File: config.mk
export PLATFORM = sky130hd
export DESIGN_NAME = pfcp_card
export DESIGN_NICKNAME = d
export VERILOG_FILES = /design/src/rtl/pfcp_card.v
export VERILOG_INCLUDE_DIRS = /design/src /design/src/rtl
export SDC_FILE = /design/constraint.sdc
export NUM_CORES = 1
export LEC_CHECK = 0
export ABC_CLOCK_PERIOD_IN_PS = 3100
export BUFFER_PORTS_ARGS = -buffer_cell sky130_fd_sc_hd__clkbuf_2
export CAP_MARGIN = 20
export CORE_ASPECT_RATIO = 1.5
export CORE_MARGIN = 8
export CORE_UTILIZATION = 55
export DETAILED_ROUTE_END_ITERATION = 12
export HOLD_SLACK_MARGIN = 0.02
export PLACE_DENSITY = 0.77
export SYNTH_ARGS = -nofsm -noshare
export SYNTH_HDL_FRONTEND = slang
export SYNTH_SLANG_ARGS = --single-unit
File: constraint.sdc
create_clock -name CLK_SYS -period 3.1 [get_ports CLK_SYS]
set_clock_uncertainty 0.1 [all_clocks]
set_input_delay 0.62 -clock CLK_SYS [delete_from_list [all_inputs] [get_ports CLK_SYS]]
set_output_delay 0.62 -clock CLK_SYS [all_outputs]
set_load 0.03 [all_outputs]
File: src/rtl/pfcp_regs.vh
`ifndef PFCP_REGS_VH
`define PFCP_REGS_VH

// ==================================================================
// Qualifier codes {qualifier_high, byte_qualifier, end_qualifier, qualifier_low}
`define PFCP_Q_SENSE      4'h1
`define PFCP_Q_IDENT      4'h3
`define PFCP_Q_CARD       4'h7
`define PFCP_Q_CTRL       4'h1

// ==================================================================
// Sense register fixed layout
`define PFCP_SENSE_FIXED  16'h00C8
`define PFCP_SENSE_ARE    2
`define PFCP_SENSE_ARQ    0

// ==================================================================
// Standard control bits
`define PFCP_SC_DCL       5
`define PFCP_SC_ENA       1
`define PFCP_SC_DIS       0

// ==================================================================
// Standard status value (asynchronous event sensed)
`define PFCP_STATUS_AES   16'h0001

// ==================================================================
// Identity register fields
`define PFCP_ID_PE        11
`define PFCP_ID_REV_LSB   8

// ==================================================================
// Card control bits and reset value
`define PFCP_CC_PRN       7
`define PFCP_CC_DIR       6
`define PFCP_CC_EDG       5
`define PFCP_CC_CLF       4
`define PFCP_CC_PEN       3
`define PFCP_CC_CL_MSB    2
`define PFCP_CC_RESET     8'hFF

// ==================================================================
// Card status bits
`define PFCP_CS_PCL       7
`define PFCP_CS_PFG       6
`define PFCP_CS_OR        5
`define PFCP_CS_IR        4
`define PFCP_CS_TES       3

// ==================================================================
// Timing
`define PFCP_CLK_NS       20
`define PFCP_DLY_ONE      8'h01

`endif

File: src/rtl/pfcp_card.v
// Behaviour
// - Input mode waiting: strobe driven high
// - Output: drive word, strobe after T1
// - Input: flag edge, wait T2, latch, drop strobe
// - Input: re-raise after T3 and FIFO room
// - Output: flag edge drops strobe, next word waits data
// - Flag rising edge triggers; falling if edge bit
// - Subchannel is device; commands dropped; status AES
// - Byte and end indications never asserted
// - Read and write orders ignored
// - Poll answered only when data path ready
// - Self test always reports pass
// - Always ready for command; content ignored
// - Four qualifier lines decode read registers
// - Undecoded write changes nothing
// - Undecoded read value unspecified
// - Dormant after reset; unit-address data write wakes
// - Host word msb on output bit fifteen
// - No byte packing; full word every access
// - Sense readable once awake; request bits live
// - Control enables interrupts, clears this card
`timescale 1ns/10ps
`include "pfcp_regs.vh"

module pfcp_card #(
  parameter DATA_W      = 16,
  parameter FIFO_DEPTH  = 16,
  parameter FIFO_AW     = 4,
  parameter T1_SHORT_NS = 140,
  parameter T1_LONG_NS  = 300,
  parameter T2_SHORT_NS = 40,
  parameter T2_LONG_NS  = 100,
  parameter T3_SHORT_NS = 60,
  parameter T3_LONG_NS  = 160,
  parameter [7:0] ID_CODE = 8'h5A,  // Arbitrary value
  parameter [2:0] ID_REV  = 3'h0
) (
  // Clock and reset
  input  wire              CLK_SYS,
  input  wire              RST,
  // Backplane register port
  input  wire              QUALIFIER_HIGH,
  input  wire              QUALIFIER_LOW,
  input  wire              BYTE_QUALIFIER,
  input  wire              END_QUALIFIER,
  input  wire              UNIT_ADDRESS_QUALIFIER,
  input  wire              RD_STB,
  input  wire              WR_STB,
  input  wire [DATA_W-1:0] WR_DATA,
  output reg  [DATA_W-1:0] RD_DATA,
  input  wire              DEVICE_CLEAR,
  input  wire              SERVICE_REQUEST_POLL,
  output wire              POLL_RESPONSE,
  output wire              READY_FOR_COMMAND,
  output wire              DEVICE_BYTE_FLAG,
  output wire              DEVICE_END_FLAG,
  // Board switches and straps
  input  wire              LONG_CABLE_SEL,
  input  wire              PARITY_SW,
  input  wire              TEST_HOOD,
  // Peripheral side
  input  wire [DATA_W-1:0] PERIPH_DATA_IN,
  output reg  [DATA_W-1:0] PERIPH_DATA_OUT,
  output wire              HANDSHAKE_STROBE_OUT,
  input  wire              HANDSHAKE_FLAG_IN,
  output wire              TRANSFER_DIRECTION_OUT,
  input  wire [2:0]        PERIPHERAL_STATUS_LINES,
  output wire [2:0]        PERIPHERAL_CONTROL_LINES,
  input  wire              ATTENTION_INPUT
);

  // ================================================================
  // Delay counts, least times rounded up, at least one cycle
  localparam integer T1S_I = (T1_SHORT_NS + `PFCP_CLK_NS - 1) / `PFCP_CLK_NS;
  localparam integer T1L_I = (T1_LONG_NS  + `PFCP_CLK_NS - 1) / `PFCP_CLK_NS;
  localparam integer T2S_I = (T2_SHORT_NS + `PFCP_CLK_NS - 1) / `PFCP_CLK_NS;
  localparam integer T2L_I = (T2_LONG_NS  + `PFCP_CLK_NS - 1) / `PFCP_CLK_NS;
  localparam integer T3S_I = (T3_SHORT_NS + `PFCP_CLK_NS - 1) / `PFCP_CLK_NS;
  localparam integer T3L_I = (T3_LONG_NS  + `PFCP_CLK_NS - 1) / `PFCP_CLK_NS;
  localparam [7:0] T1S_C = (T1S_I < 1) ? 8'h01 : T1S_I[7:0];
  localparam [7:0] T1L_C = (T1L_I < 1) ? 8'h01 : T1L_I[7:0];
  localparam [7:0] T2S_C = (T2S_I < 1) ? 8'h01 : T2S_I[7:0];
  localparam [7:0] T2L_C = (T2L_I < 1) ? 8'h01 : T2L_I[7:0];
  localparam [7:0] T3S_C = (T3S_I < 1) ? 8'h01 : T3S_I[7:0];
  localparam [7:0] T3L_C = (T3L_I < 1) ? 8'h01 : T3L_I[7:0];
  // Handshake states, one-hot
  localparam [5:0] S_IDLE   = 6'h01;
  localparam [5:0] S_OSETUP = 6'h02;
  localparam [5:0] S_OWAIT  = 6'h04;
  localparam [5:0] S_IREADY = 6'h08;
  localparam [5:0] S_ILATCH = 6'h10;
  localparam [5:0] S_IHOLD  = 6'h20;
  // ================================================================
  // Registers
  reg              awake_ff;
  reg              are_ff;
  reg              arq_ff;
  reg  [7:0]       cc_ff;
  reg              flag_q_ff;
  reg              attention_input_q_ff;
  reg  [5:0]       st_ff;
  reg  [5:0]       nxt_st;
  reg  [7:0]       dly_ff;
  reg  [7:0]       nxt_dly;
  reg              strobe_ff;
  reg              nxt_strobe;
  reg  [DATA_W-1:0] mem_ff [0:FIFO_DEPTH-1];
  reg  [FIFO_AW-1:0] wp_ff;
  reg  [FIFO_AW-1:0] rp_ff;
  reg  [FIFO_AW:0]   cnt_ff;
  reg              per_push;
  reg              per_pop;

  // ================================================================
  // Decode and control fields
  wire [3:0] qual     = {QUALIFIER_HIGH, BYTE_QUALIFIER, END_QUALIFIER, QUALIFIER_LOW};
  wire sel_data       = ~QUALIFIER_HIGH & ~QUALIFIER_LOW;
  wire sel_status     = QUALIFIER_HIGH & QUALIFIER_LOW;
  wire rd_ok          = RD_STB & awake_ff;
  wire wr_ok          = WR_STB & awake_ff;
  wire wr_ctrl        = wr_ok & (qual == `PFCP_Q_CTRL);
  wire wr_card        = wr_ok & (qual == `PFCP_Q_CARD);
  wire dev_clr        = DEVICE_CLEAR | (wr_ctrl & WR_DATA[`PFCP_SC_DCL]);
  wire dir_in         = cc_ff[`PFCP_CC_DIR];
  wire edge_fall      = cc_ff[`PFCP_CC_EDG];
  wire fifo_clr       = cc_ff[`PFCP_CC_CLF];
  wire fp_off         = cc_ff[`PFCP_CC_PEN];
  wire run            = awake_ff & ~fifo_clr & ~fp_off;
  wire fifo_empty     = (cnt_ff == {(FIFO_AW+1){1'b0}});
  wire fifo_full      = (cnt_ff == FIFO_DEPTH[FIFO_AW:0]);
  wire [7:0] t1_c     = LONG_CABLE_SEL ? T1L_C : T1S_C;
  wire [7:0] t2_c     = LONG_CABLE_SEL ? T2L_C : T2S_C;
  wire [7:0] t3_c     = LONG_CABLE_SEL ? T3L_C : T3S_C;
  // Selected flag edge; both senses are derived from one stored sample
  wire flag_edge = edge_fall ? (flag_q_ff & ~HANDSHAKE_FLAG_IN)
                             : (~flag_q_ff & HANDSHAKE_FLAG_IN);
  // Host data moves only in the matching direction; misuse is dropped
  // here instead of corrupting pointers
  wire host_push = wr_ok & sel_data & ~dir_in & ~fifo_full;
  wire host_pop  = rd_ok & sel_data & dir_in & ~fifo_empty;
  wire push      = host_push | per_push;
  wire pop       = host_pop | per_pop;

  // ================================================================
  // Fixed backplane answers; orders have no path into the card at all
  assign READY_FOR_COMMAND = 1'b1;
  assign DEVICE_BYTE_FLAG  = 1'b0;
  assign DEVICE_END_FLAG   = 1'b0;
  // Poll answered only for data movement when the path can move a word
  assign POLL_RESPONSE = SERVICE_REQUEST_POLL & run & ~cc_ff[`PFCP_CC_PRN] &
                         (dir_in ? ~fifo_empty : ~fifo_full);
  // Peripheral side levels; control lines are inverted from program sense
  assign HANDSHAKE_STROBE_OUT     = strobe_ff;
  assign TRANSFER_DIRECTION_OUT   = ~dir_in;
  assign PERIPHERAL_CONTROL_LINES = ~cc_ff[`PFCP_CC_CL_MSB:0];

  // ================================================================
  // Wake latch: only a hard reset puts the card back to sleep
  always @(posedge CLK_SYS or posedge RST) begin
    if (RST) begin
      awake_ff <= 1'b0;
    end else if (WR_STB & sel_data & UNIT_ADDRESS_QUALIFIER) begin
      awake_ff <= 1'b1;
    end
  end

  // ================================================================
  // Control registers; undecoded writes fall through untouched
  always @(posedge CLK_SYS or posedge RST) begin
    if (RST) begin
      cc_ff  <= `PFCP_CC_RESET;
      are_ff <= 1'b0;
    end else if (dev_clr) begin
      cc_ff  <= `PFCP_CC_RESET;
      are_ff <= 1'b0;
    end else begin
      if (wr_card) begin
        cc_ff <= WR_DATA[7:0];
      end
      if (wr_ctrl & WR_DATA[`PFCP_SC_ENA]) begin
        are_ff <= 1'b1;
      end else if (wr_ctrl & WR_DATA[`PFCP_SC_DIS]) begin
        are_ff <= 1'b0;
      end
    end
  end
  // ================================================================
  // Attention request: edge sensitive, cleared by status read or clear.
  // A new edge in the clearing cycle wins so no request is lost.
  always @(posedge CLK_SYS or posedge RST) begin
    if (RST) begin
      attention_input_q_ff <= 1'b0;
      arq_ff    <= 1'b0;
    end else begin
      attention_input_q_ff <= ATTENTION_INPUT;
      if (ATTENTION_INPUT & ~attention_input_q_ff) begin
        arq_ff <= 1'b1;
      end else if (dev_clr | (rd_ok & sel_status)) begin
        arq_ff <= 1'b0;
      end
    end
  end
  // ================================================================
  // Read data register; dormant or undecoded reads give zero
  always @(posedge CLK_SYS or posedge RST) begin
    if (RST) begin
      RD_DATA <= {DATA_W{1'b0}};
    end else if (RD_STB) begin
      RD_DATA <= {DATA_W{1'b0}};
      if (awake_ff) begin
        if (sel_data) begin
          RD_DATA <= mem_ff[rp_ff];
        end else if (sel_status) begin
          RD_DATA <= `PFCP_STATUS_AES;
        end else if (qual == `PFCP_Q_SENSE) begin
          // Fixed bits carry ready-for-command and self-test pass
          RD_DATA <= `PFCP_SENSE_FIXED | ({15'h0000, are_ff} << `PFCP_SENSE_ARE)
                     | ({15'h0000, arq_ff} << `PFCP_SENSE_ARQ);
        end else if (qual == `PFCP_Q_IDENT) begin
          RD_DATA <= {8'h00, ID_CODE} | ({15'h0000, PARITY_SW} << `PFCP_ID_PE)
                     | ({13'h0000, ID_REV} << `PFCP_ID_REV_LSB);
        end else if (qual == `PFCP_Q_CARD) begin
          RD_DATA <= ({15'h0000, ~strobe_ff} << `PFCP_CS_PCL)
                     | ({15'h0000, HANDSHAKE_FLAG_IN} << `PFCP_CS_PFG)
                     | ({15'h0000, ~fifo_empty} << `PFCP_CS_OR)
                     | ({15'h0000, ~fifo_full} << `PFCP_CS_IR)
                     | ({15'h0000, TEST_HOOD} << `PFCP_CS_TES)
                     | {13'h0000, PERIPHERAL_STATUS_LINES};
        end
      end
    end
  end

  // ================================================================
  // FIFO storage, flip-flops without reset
  always @(posedge CLK_SYS) begin
    if (push) begin
      mem_ff[wp_ff] <= dir_in ? PERIPH_DATA_IN : WR_DATA;
    end
  end
  // FIFO pointers; the clear bit holds the path empty while set
  always @(posedge CLK_SYS or posedge RST) begin
    if (RST) begin
      wp_ff  <= {FIFO_AW{1'b0}};
      rp_ff  <= {FIFO_AW{1'b0}};
      cnt_ff <= {(FIFO_AW+1){1'b0}};
    end else if (dev_clr | fifo_clr) begin
      wp_ff  <= {FIFO_AW{1'b0}};
      rp_ff  <= {FIFO_AW{1'b0}};
      cnt_ff <= {(FIFO_AW+1){1'b0}};
    end else begin
      if (push) begin
        wp_ff <= wp_ff + {{(FIFO_AW-1){1'b0}}, 1'b1};
      end
      if (pop) begin
        rp_ff <= rp_ff + {{(FIFO_AW-1){1'b0}}, 1'b1};
      end
      if (push & ~pop) begin
        cnt_ff <= cnt_ff + {{FIFO_AW{1'b0}}, 1'b1};
      end else if (pop & ~push) begin
        cnt_ff <= cnt_ff - {{FIFO_AW{1'b0}}, 1'b1};
      end
    end
  end

  // ================================================================
  // Handshake state machine. Edges are only looked at in states that
  // hold the strobe high, so stray edges cannot add or drop words.
  always @* begin
    nxt_st     = st_ff;
    nxt_dly    = dly_ff;
    nxt_strobe = strobe_ff;
    per_push   = 1'b0;
    per_pop    = 1'b0;
    case (st_ff)
      S_IDLE: begin
        nxt_strobe = 1'b0;
        if (run & dir_in & ~fifo_full) begin
          nxt_st     = S_IREADY;
          nxt_strobe = 1'b1;
        end else if (run & ~dir_in & ~fifo_empty) begin
          nxt_st  = S_OSETUP;
          nxt_dly = t1_c;
          per_pop = 1'b1;
        end
      end
      S_OSETUP: begin
        if (dly_ff == `PFCP_DLY_ONE) begin
          nxt_st     = S_OWAIT;
          nxt_strobe = 1'b1;
        end else begin
          nxt_dly = dly_ff - `PFCP_DLY_ONE;
        end
      end
      S_OWAIT: begin
        if (flag_edge) begin
          nxt_st     = S_IDLE;
          nxt_strobe = 1'b0;
        end
      end
      S_IREADY: begin
        if (flag_edge) begin
          nxt_st  = S_ILATCH;
          nxt_dly = t2_c;
        end
      end
      S_ILATCH: begin
        if (dly_ff == `PFCP_DLY_ONE) begin
          nxt_st     = S_IHOLD;
          nxt_dly    = t3_c;
          nxt_strobe = 1'b0;
          per_push   = ~fifo_full;
        end else begin
          nxt_dly = dly_ff - `PFCP_DLY_ONE;
        end
      end
      S_IHOLD: begin
        if (dly_ff != `PFCP_DLY_ONE) begin
          nxt_dly = dly_ff - `PFCP_DLY_ONE;
        end else if (~fifo_full) begin
          nxt_st     = S_IREADY;
          nxt_strobe = 1'b1;
        end
      end
      default: begin
        nxt_st     = S_IDLE;
        nxt_strobe = 1'b0;
      end
    endcase
    // Turning the frontplane off or clearing the path aborts any cycle
    if (~run) begin
      nxt_st     = S_IDLE;
      nxt_strobe = 1'b0;
      per_push   = 1'b0;
      per_pop    = 1'b0;
    end
  end
  // State, delay counter and strobe flip-flops
  always @(posedge CLK_SYS or posedge RST) begin
    if (RST) begin
      st_ff     <= S_IDLE;
      dly_ff    <= `PFCP_DLY_ONE;
      strobe_ff <= 1'b0;
      flag_q_ff <= 1'b0;
    end else begin
      st_ff     <= nxt_st;
      dly_ff    <= nxt_dly;
      strobe_ff <= nxt_strobe;
      flag_q_ff <= HANDSHAKE_FLAG_IN;
    end
  end
  // Output word register, msb straight to bit fifteen
  always @(posedge CLK_SYS or posedge RST) begin
    if (RST) begin
      PERIPH_DATA_OUT <= {DATA_W{1'b0}};
    end else if (per_pop) begin
      PERIPH_DATA_OUT <= mem_ff[rp_ff];
    end
  end

endmodule // pfcp_card

==> out/summary.txt, run 1 <==
Cells after Synth -> 802
Ranking of synthesized cells by area -> edfxtp_1, mux4_2, dfrtp_1
Net Sw Power -> 1.76 mW
HP Class -> primary input to flop
Xor-xnor portion of the synthesized cell area -> 0.00679
Clk_lat worst skew -> 550 ps
Power Internal -> 7.00 mW
First-pass GRT wire length -> 49.9 mm
Mapped Area -> 0.0140 sq mm
RD Place Congestion -> 0.930
Leak -> 5.92 nW
Crit path kind -> flop to flop
Synth Area in Adders -> 0.0113
Area delta synth->final -> 16.8%
CTS tree -> yes
Initial antenna violation count -> 0
Max_slew headroom -> 0.609
PnR worst setup slack -> 105 ps
Setup TNS -> 0 ps
Combinational Power Share -> 0.031
Achievable frequency -> 334 MHz
H-tree levels -> 1
Mux cell area share after synthesis -> 0.162
CTS root buf -> clkbuf_16
Post-synth EDFFs -> 256
Clock power frac -> 0.421
Clk slew on worst S/H paths -> 70 ps
Status -> finished, final reports clean
Seq pwr share -> 0.548
Port Buffer Count -> 88
Fin. max-slew vios -> 0
Total track usage -> 0.211
PD cells -> 535 mW/mm^2
Final cell count without fillers -> 1307
Core outline area -> 0.0251 sq mm
I/O pin count -> 92
Post-DRT Antenna Nets -> 0
Distinct cells, synth -> 81
Fin crit share -> 0.966
Max_cap viols -> 0
Worst reg2reg path depth -> 12
Fillers -> 1671
Minimum clock period -> 3000 ps
Yosys reg bits -> 329
Setup crit end kind -> flop
RSZ-0062 raised after global routing -> yes
Worst endpoint required time -> 3480 ps
CP Max Fanout -> 5
Switching part of the total power -> 0.201
Vias -> 7965
Average wire per standard cell -> 24.8 um
Simple-gate share of the synthesized area -> 0.0630
Starting Density -> 0.559
FF-to-FF setup slack -> 100 ps
Sequential fraction of the synthesis area -> 0.680
Die H -> 211 um
Clk sinks -> 329
Hold Fails Final Rpt -> 0
Critical path startpoint category -> flop
Share of layout cells above drive strength 1 -> 0.385
Main synth FF type -> edfxtp_1
Register area -> 0.00953 sq mm
Arr. time, crit path -> 3370 ps
R2r endpoint -> cnt_ff[4]$_DFFE_PP0P_
Num CTS Buffers -> 29
Leading area contributor after synthesis -> edfxtp_1
Post-synth top area share -> 0.549
Final hold slack -> 109 ps
Final core utilization -> 0.653
GRT Residual Overflow -> 0
Syn avg cell area -> 17.5 sq um
CP Capture Point -> cnt_ff[4]$_DFFE_PP0P_
Wirelength, routed -> 32.4 mm
Clk buf depth -> 3
Placed Area -> 0.0153 sq mm
Row count -> 71
Reg2reg start -> dly_ff[0]$_DFFE_PP1P_
Slew @ Worst Pin -> 587 ps
Initial DRC count -> 484
DR DRC count -> 0
Warnings from Yosys -> 0
Die Area -> 0.0309 sq mm
Design area -> 0.0164 sq mm
Synth async-reset ratio -> 0.222
Area of the multi-input gates -> 0.00427 sq mm
Compound-Gate Fraction of Synth Area -> 0.0531
Placed Cells -> 1250
Setup WS pre-CTS -> -61.3 ps
Drt first pass iters -> 4
Main combinational cell family by area after synthesis -> multiplexers
Detail Placement HPWL -> 22.2 mm
Routed vias/inst -> 6.09
# diodes -> 0
Nets -> 1021
Pin count of the biggest net entering global routing -> 41
Final setup viols -> 0
Total Power -> 8.76 mW
Chip width -> 146 um
Vias in the first global route -> 8438
Worst setup startpoint -> dly_ff[0]$_DFFE_PP1P_
VDD IR max -> 0.388 mV
-- area by class of cell --
type,count,area share
clock buffers,31,0.0448
clock inverters,21,0.0143
inverters,20,0.00459
multi-input cells,410,0.261
flip-flops and latches,329,0.582
well taps,328,0.0251
repair buffers,168,0.0676
-- cell usage in the layout, fill, tap and decap left out, drive strengths merged, types with 12 or more instances in the layout --
master and instances:
mux4 80, clkinv 16, mux2 33, nand3 12
clkbuf 119, buf 79, nor2 32, o21ai 16
edfxtp 256, nor3 12, dfrtp 63, a21oi 24
nand2 49, inv 20
-- cells in the mapped netlist (4+ instances only) --
cell type and instances:
a21o_1 6, a21oi_1 24, a221o_1 8, a22o_1 7, and2_1 5, buf_1 5, buf_2 8, buf_4 4
buf_6 8, clkbuf_1 19, dfrtp_1 63, dfstp_2 10, edfxtp_1 256, ha_1 11, inv_1 19, mux2_2 32
mux2i_1 9, mux4_2 80, nand2_1 49, nand2b_1 7, nand3_1 12, nand4_1 4, nor2_1 31, nor2b_1 7
nor3_1 11, nor3b_1 4, o211ai_1 6, o21ai_0 14, o31ai_1 5, or3_1 6, xor2_1 6
-- how the worst min path moves through the flow --
stage	startpoint	endpoint	slack (ps)	cells after the start
final	ATTENTION_INPUT	attention_input_q_ff$_DFF_PP0_	110	1
after global routing	ATTENTION_INPUT	attention_input_q_ff$_DFF_PP0_	90	1
after CTS	ATTENTION_INPUT	attention_input_q_ff$_DFF_PP0_	90	1
after detailed placement	attention_input_q_ff$_DFF_PP0_	arq_ff$_DFFE_PP0P_	320	1
after global placement	attention_input_q_ff$_DFF_PP0_	arq_ff$_DFFE_PP0P_	310	1
after floorplan	attention_input_q_ff$_DFF_PP0_	arq_ff$_DFFE_PP0P_	300	1
-- power by group through the flow --
stage	logic [mW]	registers (mW)	clock network, mW
finish	0.267	4.80	3.69
global route	0.291	4.80	3.88
CTS	0.270	4.80	3.73
detailed placement	0.267	4.89	0
global placement	0.260	4.89	0
floorplan	0.119	4.92	0
-- kinds of logic after synthesis --
| kind of cell | count (synthesis) |
|---|---|
| DFF | 329 |
| AOI/OAI and AO/OA | 101 |
| adders and majority gates | 12 |
| xor gates and xnor gates | 10 |
| and+or+nand+nor | 162 |
| muxes | 122 |
| other | 2 |
| buffers and inverters | 64 |
-- per-layer routing --
layer	track usage	up-vias	part of all wire
met5	0	-	0
met3	0.0325	61	0.062
met1	0.245	4098	0.36
li1	-	3503	-
met2	0.389	303	0.55
met4	0.0802	0	0.028
-- critical path, stage by stage, from the launching register on --
cell     delay (ps)
dfstp_2         580
ha_4            140
nor4b_4         190
buf_4           170
and4_4          260
a21o_1          170
nand3_4         110
fa_2            400
a21o_1          160
a21o_1          160
and3_1          140
mux2i_1         170
mux2i_1         200
-- flip-flops by register name, summed over array words and instances, names as in the netlist, 4 cells and up --
signal,count
PERIPH_DATA_OUT,16
RD_DATA,16
cnt_ff,5
st_ff,6
cc_ff,8
wp_ff,4
dly_ff,8
mem_ff,256
rp_ff,4
-- repair_timing --
action | CTS | global route
buffers inserted | 0 | 4
hold endpoints to repair | 15 | 0
gates resized for setup | 4 | 4
pin swaps | 0 | 5
hold buffers | 1 | 0
endpoints found under the setup margin | 1 | 2
No activity file was read; power rests on OpenSTA's default activity.
==> inputs of run 2 (changes only) <==
- SETUP_SLACK_MARGIN: not set -> 0.2
==> out/summary.txt, run 2 (synthesized netlist as in run 1, its figures left out) <==
R2r endpoint -> cnt_ff[4]$_DFFE_PP0P_
Average wire per standard cell -> 25.7 um
Reg2reg start -> dly_ff[0]$_DFFE_PP1P_
Clk sinks -> 329
Initial DRC count -> 638
Slowest CP cell -> dfstp_2
Placed Cells -> 1231
Routed vias/inst -> 6.14
I/O pin count -> 92
CTS root buf -> clkbuf_16
HP Class -> primary input to flop
Slew @ Worst Pin -> 642 ps
Most common cell after layout, fill and taps aside -> edfxtp_1
Clk buf depth -> 3
Setup WS pre-CTS -> 15.0 ps
Core outline area -> 0.0251 sq mm
Flip-flop count of the largest register after layout -> 256
Clk_lat worst skew -> 580 ps
Commonest cells after routing, fill and taps aside -> edfxtp_1, clkbuf_2, mux4_2
Total Power -> 8.63 mW
Final setup viols -> 0
Setup crit end kind -> flop
FF-to-FF setup slack -> 200 ps
Chip width -> 146 um
CP Max Fanout -> 4
Starting Density -> 0.559
Detail Placement HPWL -> 21.3 mm
Total track usage -> 0.218
Arr. time, crit path -> 3300 ps
Crit path cell chain -> ha_4 > nor4b_4 > and4_4 > a21o_1 > nand3_4 > fa_2 > a21o_1 > a21o_1 > and3_1 > mux2i_1 > mux2i_1
# diodes -> 0
Top cell by count, worst path -> a21o_1
CTS tree -> yes
Top Registers -> mem_ff (256), PERIPH_DATA_OUT (16), RD_DATA (16)
Clk slew on worst S/H paths -> 70 ps
Fin. max-slew vios -> 0
Nets -> 1009
Vias in the first global route -> 8414
Worst reg2reg path depth -> 11
RSZ-0062 raised after global routing -> yes
Post-DRT Antenna Nets -> 0
Num CTS Buffers -> 30
Crit path kind -> flop to flop
Fin crit share -> 0.936
Status -> finished, final reports clean
DR DRC count -> 0
Pin count of the biggest net entering global routing -> 74
Leak -> 5.85 nW
Port Buffer Count -> 88
VDD IR max -> 0.447 mV
Share of layout cells above drive strength 1 -> 0.379
Worst setup startpoint -> dly_ff[0]$_DFFE_PP1P_
PD cells -> 526 mW/mm^2
Die H -> 211 um
Fillers -> 1670
PnR worst setup slack -> 197 ps
Drt first pass iters -> 5
Area delta synth->final -> 17.2%
GRT Residual Overflow -> 0
Final cell count without fillers -> 1298
Row count -> 71
Achievable frequency -> 345 MHz
Minimum clock period -> 2900 ps
Initial antenna violation count -> 0
Final core utilization -> 0.655
CP Capture Point -> cnt_ff[4]$_DFFE_PP0P_
Max_cap viols -> 0
Hold Fails Final Rpt -> 0
Most flops, register -> mem_ff
RD Place Congestion -> 0.915
Slowest cell delay on critical path -> 550 ps
H-tree levels -> 1
Critical path startpoint category -> flop
Die Area -> 0.0309 sq mm
First-pass GRT wire length -> 50.9 mm
Max_slew headroom -> 0.569
Setup TNS -> 0 ps
Worst endpoint required time -> 3500 ps
Wirelength, routed -> 33.4 mm
Vias -> 7970
[run 2: worst max-delay path: cells and delay by family (launching register included)]
family | cells | cell delay, ps
flops | 1 | 550
simple gates | 4 | 780
compound gates | 3 | 550
mux | 2 | 370
fa+ha+maj | 2 | 510
[run 2: per-layer routing]
layer	up-vias	track usage	wire length [um]
met3	67	0.0363	2370
li1	3486	-	-
met5	-	0	0
met2	341	0.404	18300
met4	0	0.0930	1150
met1	4076	0.244	11500
[run 2: area by class of cell]
| type | count | area [sq um] | share of cell area |
|---|---|---|---|
| timing repair buffer | 155 | 1130 | 0.0686 |
| clock inverter | 23 | 194 | 0.0118 |
| sequential | 329 | 9540 | 0.581 |
| clock buffer | 33 | 762 | 0.0464 |
| inverter | 20 | 75.1 | 0.00457 |
| tap | 328 | 410 | 0.0250 |
| multi-input combinational | 410 | 4310 | 0.262 |
[run 2: what timing repair did]
action / 4_1_cts / 5_1_grt
endpoints found under the setup margin: 2 / 16
buffers inserted: 5 / 5
hold endpoints to repair: 5 / 0
hold buffers: 1 / 0
gates resized for setup: 8 / 10
pin swaps: 3 / 7
[run 2: how the worst min path moves through the flow]
stage / from / to / slack, ps / depth (start not counted)
floorplan: attention_input_q_ff$_DFF_PP0_ / arq_ff$_DFFE_PP0P_ / 300 / 1
global placement: attention_input_q_ff$_DFF_PP0_ / arq_ff$_DFFE_PP0P_ / 310 / 1
detailed placement: attention_input_q_ff$_DFF_PP0_ / arq_ff$_DFFE_PP0P_ / 330 / 1
CTS: ATTENTION_INPUT / attention_input_q_ff$_DFF_PP0_ / 60 / 1
global route: ATTENTION_INPUT / attention_input_q_ff$_DFF_PP0_ / 60 / 1
finish: ATTENTION_INPUT / attention_input_q_ff$_DFF_PP0_ / 70 / 1
[run 2: power breakdown]
| group | total [mW] | internal [mW] | switching [mW] |
|---|---|---|---|
| Sequential | 4.80 | 4.79 | 0.0155 |
| Combinational | 0.268 | 0.0838 | 0.184 |
| Clock | 3.56 | 1.95 | 1.60 |
| Total | 8.63 | 6.83 | 1.80 |
[run 2: metrics by stage]
step                      hold slack (ps)  instance area, sq um
after floorplan                       300                 14100
after global placement                309                 15300
after detailed placement              327                 15300
after CTS                            57.7                 16300
after global routing                 62.6                 16400
final                                71.9                 16400
==> inputs of run 3 (changes only) <==
- PLACE_DENSITY: 0.77 -> not set
- PLACE_DENSITY_LB_ADDON: not set -> 0.15
- TNS_END_PERCENT: not set -> 1
==> out/summary.txt, run 3 (synthesized netlist as in run 1, its figures left out) <==
Met3 WL -> 1.44 mm
Final cell count without fillers -> 1313
RSZ-0062 raised after global routing -> yes
Average wire per standard cell -> 26.3 um
Num CTS Buffers -> 30
Area of the multi-input gates -> 0.00425 sq mm
Most common cell after layout, fill and taps aside -> edfxtp_1
First-pass GRT wire length -> 51.8 mm
Final core utilization -> 0.659
Slew @ Worst Pin -> 732 ps
Row count -> 71
Clk buf depth -> 3
GRT Residual Overflow -> 0
Critical path startpoint category -> flop
CP Max Fanout -> 4
Post-DRT Antenna Nets -> 0
Fin crit share -> 0.945
Pin count of the biggest net entering global routing -> 37
Minimum clock period -> 2930 ps
Flip-flop count of the largest register after layout -> 256
Hold Fails Final Rpt -> 0
Total track usage -> 0.225
Drt first pass iters -> 5
Status -> finished, final reports clean
Clk slew on worst S/H paths -> 70 ps
Power Internal -> 7.11 mW
Die H -> 211 um
Worst endpoint required time -> 3480 ps
Starting Density -> 0.559
Commonest cells after routing, fill and taps aside -> edfxtp_1, clkbuf_2, mux4_2
Initial antenna violation count -> 0
Area delta synth->final -> 17.9%
# diodes -> 0
HP Class -> primary input to async pin
Total Power -> 8.88 mW
PD cells -> 538 mW/mm^2
Arr. time, crit path -> 3300 ps
Fin. max-slew vios -> 0
Net Sw Power -> 1.77 mW
Seq pwr share -> 0.540
H-tree levels -> 1
Port Buffer Count -> 88
Most flops, register -> mem_ff
Setup crit end kind -> flop
Share of layout cells above drive strength 1 -> 0.383
Met2 WL -> 18.5 mm
Placed Cells -> 1254
Leak -> 5.96 nW
Routed vias/inst -> 6.11
Register area -> 0.00953 sq mm
Initial DRC count -> 539
Switching part of the total power -> 0.199
Clk sinks -> 329
Wirelength, routed -> 34.5 mm
CTS root buf -> clkbuf_16
Vias -> 8028
Vias in the first global route -> 8561
DR DRC count -> 0
Fillers -> 1754
RD Place Congestion -> 0.950
CTS tree -> yes
Clk_lat worst skew -> 560 ps
Top Registers -> mem_ff (256), PERIPH_DATA_OUT (16), RD_DATA (16)
Core outline area -> 0.0251 sq mm
Max Used Layer -> met4
I/O pin count -> 92
Final hold slack -> 31.5 ps
Max_cap viols -> 0
Hold-fix buffers at CTS -> 0
Clock power frac -> 0.429
Die Area -> 0.0309 sq mm
Wl on met1 -> 13.1 mm
Final setup viols -> 0
Nets -> 1026
Chip width -> 146 um
Detail Placement HPWL -> 24.1 mm
Combinational Power Share -> 0.031
VDD IR max -> 0.553 mV
Max_slew headroom -> 0.511
Crit path kind -> flop to flop
Achievable frequency -> 342 MHz
## run 3: path summary, 6_finish.rpt
check / from / endpoint / slack (ps) / cells after the start
worst max-delay path: dly_ff[0]$_DFFE_PP1P_ / cnt_ff[4]$_DFFE_PP0P_ / 170 / 12
worst min-delay path: RST / PERIPH_DATA_OUT[0]$_DFFE_PP0P_ / 30 / 2
worst max register to register: dly_ff[0]$_DFFE_PP1P_ / cnt_ff[4]$_DFFE_PP0P_ / 170 / 12
worst min register to register: attention_input_q_ff$_DFF_PP0_ / arq_ff$_DFFE_PP0P_ / 340 / 1
max in group asynchronous: RST / st_ff[0]$_DFFE_PP1P_ / 2130 / 3
min in group CLK_SYS: ATTENTION_INPUT / attention_input_q_ff$_DFF_PP0_ / 140 / 1
## run 3: per-stage QoR
stage | cell area (sq um) | TNS, ps | worst slack [ps]
2_1_floorplan | 14000 | -7760 | -159
3_3_place_gp | 15400 | -118 | -118
3_5_place_dp | 15400 | -142 | -142
4_1_cts | 16500 | 0 | 122
5_1_grt | 16500 | 0 | 51.0
6_report | 16500 | 0 | 172
## run 3: worst max-delay path, stage by stage (launching register included)
cell	delay (ps)
dfstp_2	550
ha_4	130
nor4b_4	190
buf_4	160
and4_4	240
a21o_1	150
nand3_2	110
fa_2	370
a21o_1	170
a21o_1	160
and3_1	140
mux2i_1	170
mux2i_1	190
## run 3: layout make-up
type / count / area share
flip-flops and latches: 329 / 0.577
multi-input cells: 410 / 0.258
repair buffers: 172 / 0.0738
clock buffers: 35 / 0.0479
well taps: 328 / 0.0249
clock inverters: 19 / 0.0141
inverters: 20 / 0.00455
## run 3: power by group through the flow
stage          Sequential [mW]  Combinational (mW)  Clock [mW]
6_report                  4.80               0.272        3.81
5_1_grt                   4.80               0.296        4.04
4_1_cts                   4.80               0.278        3.88
3_5_place_dp              4.89               0.275           0
3_3_place_gp              4.89               0.264           0
2_1_floorplan             4.92               0.118           0
## run 3: timing repair
action / 4_1_cts / 5_1_grt
gates resized for setup: 12 / 0
setup endpoints to repair: 4 / 4
setup buffers: 4 / 1
pin swaps: 7 / 2
## run 3: per-layer routing
metal  track usage  up-vias
met2         0.408      240
li1              -     3510
met1         0.260     4206
met5             0        -
met3        0.0291       72
met4         0.104        0
